[config.mk]
export PLATFORM = sky130hd
export DESIGN_NAME = hrel_top
export DESIGN_NICKNAME = d
export VERILOG_FILES = /design/src/hrel_pkg.sv /design/src/hrel_reset_timer.sv /design/src/hrel_top.sv
export SDC_FILE = /design/constraint.sdc
export NUM_CORES = 1
export LEC_CHECK = 0
export BUFFER_PORTS_ARGS = -buffer_cell sky130_fd_sc_hd__buf_2
export CAP_MARGIN = 20
export CORE_ASPECT_RATIO = 1.1
export CORE_MARGIN = 2
export CORE_UTILIZATION = 27
export DETAILED_ROUTE_END_ITERATION = 16
export PLACE_DENSITY = 0.56
export SKIP_LAST_GASP = 1
export SLEW_MARGIN = 20
export SYNTH_ARGS = -nofsm -noshare
export SYNTH_HDL_FRONTEND = slang
export SYNTH_SLANG_ARGS = --single-unit
[constraint.sdc]
create_clock -name aclk -period 3.45 [get_ports aclk]
set_input_delay 0.8625 -clock aclk [delete_from_list [all_inputs] [get_ports aclk]]
set_output_delay 0.8625 -clock aclk [all_outputs]
set_load 0.005 [all_outputs]
[src/hrel_pkg.sv]
// constants and register map of the handset regulator enable logic
`default_nettype none

package hrel_pkg;
  localparam int unsigned ADDR_W          = 4;
  localparam logic [3:0]  CTRL_ADDR       = 4'h0;
  localparam logic [3:0]  STATUS_ADDR     = 4'h4;
  localparam logic [1:0]  RESP_OKAY       = 2'h0;
  localparam logic [1:0]  RESP_SLVERR     = 2'h2;
  // control register fields
  localparam int unsigned CTRL_W          = 5;
  localparam int unsigned CTRL_HOLD_BIT   = 0;
  localparam int unsigned CTRL_SIM_BIT    = 1;
  localparam int unsigned CTRL_OSC_BIT    = 2;
  localparam int unsigned CTRL_GATE_BIT   = 3;
  localparam int unsigned CTRL_CHARGER_GATE_ENABLE_BIT  = 4;
  localparam logic [4:0]  CTRL_RESET      = 5'h00;
  // status register fields
  localparam int unsigned ST_ON_BIT       = 0;
  localparam int unsigned ST_CORE_BIT     = 1;
  localparam int unsigned ST_MEM_BIT      = 2;
  localparam int unsigned ST_AN_BIT       = 3;
  localparam int unsigned ST_OSC_BIT      = 4;
  localparam int unsigned ST_SIM_BIT      = 5;
  localparam int unsigned ST_RTC_BIT      = 6;
  localparam int unsigned ST_DIVBAT_BIT   = 7;
  localparam int unsigned ST_GATE_BIT     = 8;
  localparam int unsigned ST_KEY_BIT      = 9;
  localparam int unsigned ST_RESET_BIT    = 10;
  // timing
  localparam int unsigned CLK_PERIOD_NS   = 40;
  localparam int unsigned RESET_DELAY_NS  = 100000;
  localparam int unsigned RESET_DELAY_CYCLES =
    (RESET_DELAY_NS + CLK_PERIOD_NS - 1) / CLK_PERIOD_NS;
endpackage : hrel_pkg

`default_nettype wire

[src/hrel_reset_timer.sv]
// reset delay timer: counts from core regulation to main reset release
`default_nettype none

module hrel_reset_timer
  import hrel_pkg::*;
#(
  parameter int unsigned CYCLES = RESET_DELAY_CYCLES
) (
  input  wire logic aclk,
  input  wire logic aresetn,
  input  wire logic run,
  output logic      done
);
  localparam int unsigned CW = $clog2(CYCLES + 1);

  generate
    if (CYCLES < 1) begin : g_bad_cycles
      $error("reset delay must be at least one cycle");
    end
  endgenerate

  typedef struct packed {
    logic [CW-1:0] cnt;
    logic          done;
  } hrel_tmr_t;

  hrel_tmr_t s_ff;
  hrel_tmr_t nxt_s;

  always_comb begin
    nxt_s = s_ff;
    if (!run) begin
      nxt_s = '0; // losing regulation restarts the delay
    end else if (!s_ff.done) begin
      if (s_ff.cnt == CW'(CYCLES - 1)) begin
        nxt_s.done = 1'b1;
      end else begin
        nxt_s.cnt = s_ff.cnt + 1'b1;
      end
    end
  end

  always_ff @(posedge aclk) begin
    if (!aresetn) begin
      s_ff <= '0;
    end else begin
      s_ff <= nxt_s;
    end
  end

  assign done = s_ff.done;
endmodule : hrel_reset_timer

`default_nettype wire

[src/hrel_top.sv]
// regulator enable logic with an axi4-lite control and status port
`default_nettype none

module hrel_top
  import hrel_pkg::*;
#(
  parameter int unsigned RESET_CYCLES = RESET_DELAY_CYCLES
) (
  input  wire logic              aclk,
  input  wire logic              aresetn,
  // axi4-lite slave
  input  wire logic              s_axi_awvalid,
  output logic                   s_axi_awready,
  input  wire logic [ADDR_W-1:0] s_axi_awaddr,
  input  wire logic              s_axi_wvalid,
  output logic                   s_axi_wready,
  input  wire logic [31:0]       s_axi_wdata,
  input  wire logic [3:0]        s_axi_wstrb,
  output logic                   s_axi_bvalid,
  input  wire logic              s_axi_bready,
  output logic [1:0]             s_axi_bresp,
  input  wire logic              s_axi_arvalid,
  output logic                   s_axi_arready,
  input  wire logic [ADDR_W-1:0] s_axi_araddr,
  output logic                   s_axi_rvalid,
  input  wire logic              s_axi_rready,
  output logic [31:0]            s_axi_rdata,
  output logic [1:0]             s_axi_rresp,
  // supervisory and pin inputs
  input  wire logic              deep_discharge_lockout_n,
  input  wire logic              undervoltage_lockout_n,
  input  wire logic              charger_detect,
  input  wire logic              user_power_key_n,
  input  wire logic              core_in_regulation,
  input  wire logic              charger_auto_drive,
  // supply enables and outputs
  output logic                   core_supply,
  output logic                   memory_supply,
  output logic                   analog_supply,
  output logic                   reference_output,
  output logic                   oscillator_supply,
  output logic                   sim_supply,
  output logic                   rtc_supply,
  output logic                   divided_battery_output,
  output logic                   charger_gate_drive,
  output logic                   key_sense_output,
  output logic                   main_reset_out
);

  typedef struct packed {
    logic              aw_got;
    logic [ADDR_W-1:0] aw_addr;
    logic              w_got;
    logic [CTRL_W-1:0] w_data;
    logic              w_lane0;
    logic              bvalid;
    logic [1:0]        bresp;
    logic              rvalid;
    logic [31:0]       rdata;
    logic [1:0]        rresp;
    logic [CTRL_W-1:0] ctrl;
    logic              phone_on;
    logic              core;
    logic              mem;
    logic              an;
    logic              osc;
    logic              sim;
    logic              rtc;
    logic              divbat;
    logic              gate;
    logic              key;
  } hrel_state_t;

  hrel_state_t s_ff;
  hrel_state_t nxt_s;
  logic        reset_done;
  logic        key_pressed;
  logic        hold;
  logic        sim_en;
  logic        osc_en;
  logic        want_on;
  logic        aw_hs;
  logic        w_hs;
  logic        ar_hs;

  assign key_pressed   = !user_power_key_n;
  assign hold          = s_ff.ctrl[CTRL_HOLD_BIT];  // held as a level by software
  assign sim_en        = s_ff.ctrl[CTRL_SIM_BIT];
  assign osc_en        = s_ff.ctrl[CTRL_OSC_BIT];
  assign want_on       = key_pressed || hold || charger_detect;
  assign s_axi_awready = !s_ff.aw_got && !s_ff.bvalid;
  assign s_axi_wready  = !s_ff.w_got && !s_ff.bvalid;
  assign s_axi_arready = !s_ff.rvalid;
  assign aw_hs         = s_axi_awvalid && s_axi_awready;
  assign w_hs          = s_axi_wvalid && s_axi_wready;
  assign ar_hs         = s_axi_arvalid && s_axi_arready;

  hrel_reset_timer #(
    .CYCLES (RESET_CYCLES)
  ) u_timer (
    .aclk    (aclk),
    .aresetn (aresetn),
    .run     (s_ff.core && core_in_regulation),
    .done    (reset_done)
  );

  always_comb begin
    nxt_s = s_ff;
    // bus side
    if (s_ff.bvalid && s_axi_bready) begin
      nxt_s.bvalid = 1'b0;
    end
    if (s_ff.rvalid && s_axi_rready) begin
      nxt_s.rvalid = 1'b0;
    end
    if (aw_hs) begin
      nxt_s.aw_got  = 1'b1;
      nxt_s.aw_addr = s_axi_awaddr;
    end
    if (w_hs) begin
      nxt_s.w_got   = 1'b1;
      nxt_s.w_data  = s_axi_wdata[CTRL_W-1:0];
      nxt_s.w_lane0 = s_axi_wstrb[0];
    end
    // address and data may arrive in either order; commit once both are in
    if (nxt_s.aw_got && nxt_s.w_got && !s_ff.bvalid) begin
      nxt_s.aw_got = 1'b0;
      nxt_s.w_got  = 1'b0;
      nxt_s.bvalid = 1'b1;
      if (nxt_s.aw_addr == CTRL_ADDR) begin
        nxt_s.bresp = RESP_OKAY;
        if (nxt_s.w_lane0) begin
          nxt_s.ctrl = nxt_s.w_data;
        end
      end else if (nxt_s.aw_addr == STATUS_ADDR) begin
        nxt_s.bresp = RESP_OKAY; // read-only, write ignored
      end else begin
        nxt_s.bresp = RESP_SLVERR;
      end
    end
    if (ar_hs) begin
      nxt_s.rvalid = 1'b1;
      nxt_s.rresp  = RESP_OKAY;
      nxt_s.rdata  = 32'h0000_0000;
      unique case (s_axi_araddr)
        CTRL_ADDR: begin
          nxt_s.rdata[CTRL_W-1:0] = s_ff.ctrl;
        end
        STATUS_ADDR: begin
          nxt_s.rdata[ST_ON_BIT]     = s_ff.phone_on;
          nxt_s.rdata[ST_CORE_BIT]   = s_ff.core;
          nxt_s.rdata[ST_MEM_BIT]    = s_ff.mem;
          nxt_s.rdata[ST_AN_BIT]     = s_ff.an;
          nxt_s.rdata[ST_OSC_BIT]    = s_ff.osc;
          nxt_s.rdata[ST_SIM_BIT]    = s_ff.sim;
          nxt_s.rdata[ST_RTC_BIT]    = s_ff.rtc;
          nxt_s.rdata[ST_DIVBAT_BIT] = s_ff.divbat;
          nxt_s.rdata[ST_GATE_BIT]   = s_ff.gate;
          nxt_s.rdata[ST_KEY_BIT]    = s_ff.key; // key polled here too
          nxt_s.rdata[ST_RESET_BIT]  = reset_done;
        end
        default: begin
          nxt_s.rresp = RESP_SLVERR;
        end
      endcase
    end
    // enable logic; the undervoltage lockout only gates turn-on, never a running phone
    nxt_s.phone_on = deep_discharge_lockout_n && want_on
                     && (undervoltage_lockout_n || s_ff.phone_on);
    nxt_s.core   = nxt_s.phone_on;
    nxt_s.mem    = nxt_s.phone_on;
    nxt_s.an     = nxt_s.phone_on && (key_pressed || charger_detect || osc_en);
    nxt_s.osc    = nxt_s.phone_on && (key_pressed || charger_detect || osc_en);
    nxt_s.sim    = nxt_s.phone_on && hold && sim_en
                   && !key_pressed && !charger_detect;
    nxt_s.divbat = nxt_s.phone_on && osc_en && hold
                   && !key_pressed && !charger_detect;
    nxt_s.rtc    = deep_discharge_lockout_n;
    nxt_s.gate   = s_ff.ctrl[CTRL_CHARGER_GATE_ENABLE_BIT] ? s_ff.ctrl[CTRL_GATE_BIT]
                                             : charger_auto_drive;
    nxt_s.key    = key_pressed;
  end

  always_ff @(posedge aclk) begin
    if (!aresetn) begin
      s_ff      <= '0;
      s_ff.ctrl <= CTRL_RESET;
    end else begin
      s_ff <= nxt_s;
    end
  end

  assign s_axi_bvalid           = s_ff.bvalid;
  assign s_axi_bresp            = s_ff.bresp;
  assign s_axi_rvalid           = s_ff.rvalid;
  assign s_axi_rdata            = s_ff.rdata;
  assign s_axi_rresp            = s_ff.rresp;
  assign core_supply            = s_ff.core;
  assign memory_supply          = s_ff.mem;
  assign analog_supply          = s_ff.an;
  assign reference_output       = s_ff.an;
  assign oscillator_supply      = s_ff.osc;
  assign sim_supply             = s_ff.sim;
  assign rtc_supply             = s_ff.rtc;
  assign divided_battery_output = s_ff.divbat;
  assign charger_gate_drive     = s_ff.gate;
  assign key_sense_output       = s_ff.key;
  assign main_reset_out         = reset_done;
endmodule : hrel_top

`default_nettype wire

==> metrics.txt <==
initial antenna violation count=0; Placement Cell Area=2592 um^2; Core Rows=36; area grow syn2layout=12.38%; clk_skew=0.01029 ns; die width=94.17 um; via/cell ratio=4.243; Crit Path Class=in2reg; Post-synth top flop=dfxtp_1; gr ovfl total=0; Post-synth EDFFs=0; Final Wtd Congestion=0.7216; clk sinks=52; unrepaired setup endpoints after global routing=false; largest net degree at the start of global routing=37; most frequent cells in the layout=buf_2 (55), dfxtp_1 (52), conb_1 (23); Antenna Nets Post-Route=0; FF-to-FF End=s_ff[11]; Syn Area/Cell=9.360 um^2; height of the die=103.2 um; max_cap viols=0; Yosys cell types=38; Max Buffers Root-to-Sink=2; hold slack=0.4648 ns; Post-synth ARST share=0; Worst Path Max Fanout=6; GRT Total Usage=0.1014; Residual DRC=0; CTS buffer count=5; Reg2Reg Depth=4; CP Capture Type=flip-flop; final net count=355; Max H-tree Level=2; reg2reg setup slack=1.40 ns; Hold Path End=s_axi_rdata[4]; total power per unit cell area=439.2 nW/um^2; sequential share of the synthesized area=0.4311; Final period util=0.6472; Max IR drop VDD=152.8 uV; FF+latch count, synth=52; Initial Util=0.2749; post-route cell area=2714 um^2; minimum clock period=2.233 ns; WP data arrival=2.43 ns; I/O Pins=109; diode count=0; Via Count=1748; Iter 0 DRT Violations=67; worst skew pair latency=0.30 ns; worst min-delay path startpoint=s_axi_rdata[4]; Peak Freq=447.8 MHz; r2r startpoint=s_axi_bvalid; final setup vio count=0; Core Area=8783 um^2; Hold Crit Depth=2; max reg flops=15; final hold vios=0; post-cts resize count=0; CTS tree=yes; worst-margin pin slew=0.6052 ns; CTS root buffer=clkbuf_8; Post-Syn Instances=258; Setup crit start=s_axi_wvalid; Port Buffer Count=55; first-pass GRT wire length=7665 um; Avg WL per Cell=11.88 um; DR pass1 iterations=4; status=finished clean; post-place setup slack=0.8709 ns; leading cell type in the layout, fill and taps excluded=buf_2; DP HPWL=3669 um; final worst setup slack=1.217 ns; Die Area=9717 um^2; CP Data Required Time=3.65 ns; setup bufs post-CTS=0; crit path launch type=input port; ratio of cells with drive above 1 in the final layout=0.2450; Setup TNS=0 ns; CTS Hold Bufs=0; slew margin rel.=0.5935; worst min-delay path category=reg2reg; vias in the first global route=1591; clock-pin slew on the worst setup and hold paths=0.10 ns; Final Max Slew Viols=0; Reg with most FFs=s_ff; YS warnings=0; post-synth design cell area=2415 um^2; final WL=4896 um; leak pwr=1.147 nW
==> logic make-up (layout without fill, tap and decap cells) <==
family / count (synthesis) / after routing / synth area share
AOI/OAI and AO/OA: 38 / 38 / 0.09948
xor gates and xnor gates: 8 / 8 / 0.02902
adders and majority gates: 1 / 1 / 0.005181
buffers and inverters: 51 / 69 / 0.1430
DFF: 52 / 52 / 0.4311
muxes: 17 / 17 / 0.07306
other: 1 / 23 / 0.001553
and+or+nand+nor: 90 / 90 / 0.2176
==> layer usage <==
layer,vias to the layer above,routed length [um],track usage,part of all wire
met2,45,2369,0.1753,0.48
li1,897,-,-,-
met1,801,2279,0.1292,0.47
met5,-,0,0,0
met4,0,40,0.02676,0.0082
met3,5,207,0.02174,0.042
==> synth_stat cells, types with 6 or more instances <==
master | n | area share
nor2_1 | 18 | 0.028
o21ai_0 | 10 | 0.021
inv_1 | 6 | 0.0093
buf_4 | 39 | 0.12
nand2_1 | 15 | 0.023
and2_1 | 8 | 0.021
a21oi_1 | 11 | 0.023
nor2b_1 | 19 | 0.049
a22oi_1 | 6 | 0.019
mux2i_1 | 12 | 0.050
dfxtp_1 | 52 | 0.43
==> power breakdown <==
group	total, mW	leakage, nW	internal [mW]	switching [mW]
combinational	0.117	0.662	0.0533	0.0642
sequential	0.636	0.423	0.621	0.0151
clock	0.439	0.0614	0.237	0.201
==> final cells by class <==
cell class / instances / area [um^2]
Fill cell: 941 / 6070
Inverter: 6 / 22.52
Tap cell: 114 / 142.6
Sequential cell: 52 / 1041
Clock buffer: 6 / 82.58
Timing Repair Buffer: 55 / 275.3
Clock inverter: 2 / 38.79
Multi-Input combinational cell: 177 / 1111
==> per-stage QoR <==
stage | power, mW | util | cells
6_report | 1.192 | 0.3090 | 412
5_1_grt | 1.252 | 0.3090 | 412
4_1_cts | 1.214 | 0.3090 | 412
3_5_place_dp | 0.7689 | 0.2952 | 404
3_3_place_gp | 0.7667 | 0.2952 | 404
2_1_floorplan | 0.7478 | - | 280
==> critical path, stage by stage <==
cell and delay [ns]:
buf_2 0.11, nor3b_4 0.41, mux2i_1 0.21, nor4_4 0.45, mux2_2 0.39
==> worst max path at each step <==
stage,end,slack (ns),cells past startpoint
2_1_floorplan,hold,1.20,4
3_3_place_gp,s_ff[14],0.91,5
3_5_place_dp,s_ff[11],0.87,5
4_1_cts,hold,1.21,5
5_1_grt,s_ff[11],1.11,5
6_report,s_ff[11],1.22,5
Note: power is estimated with default switching activity, not from simulation.
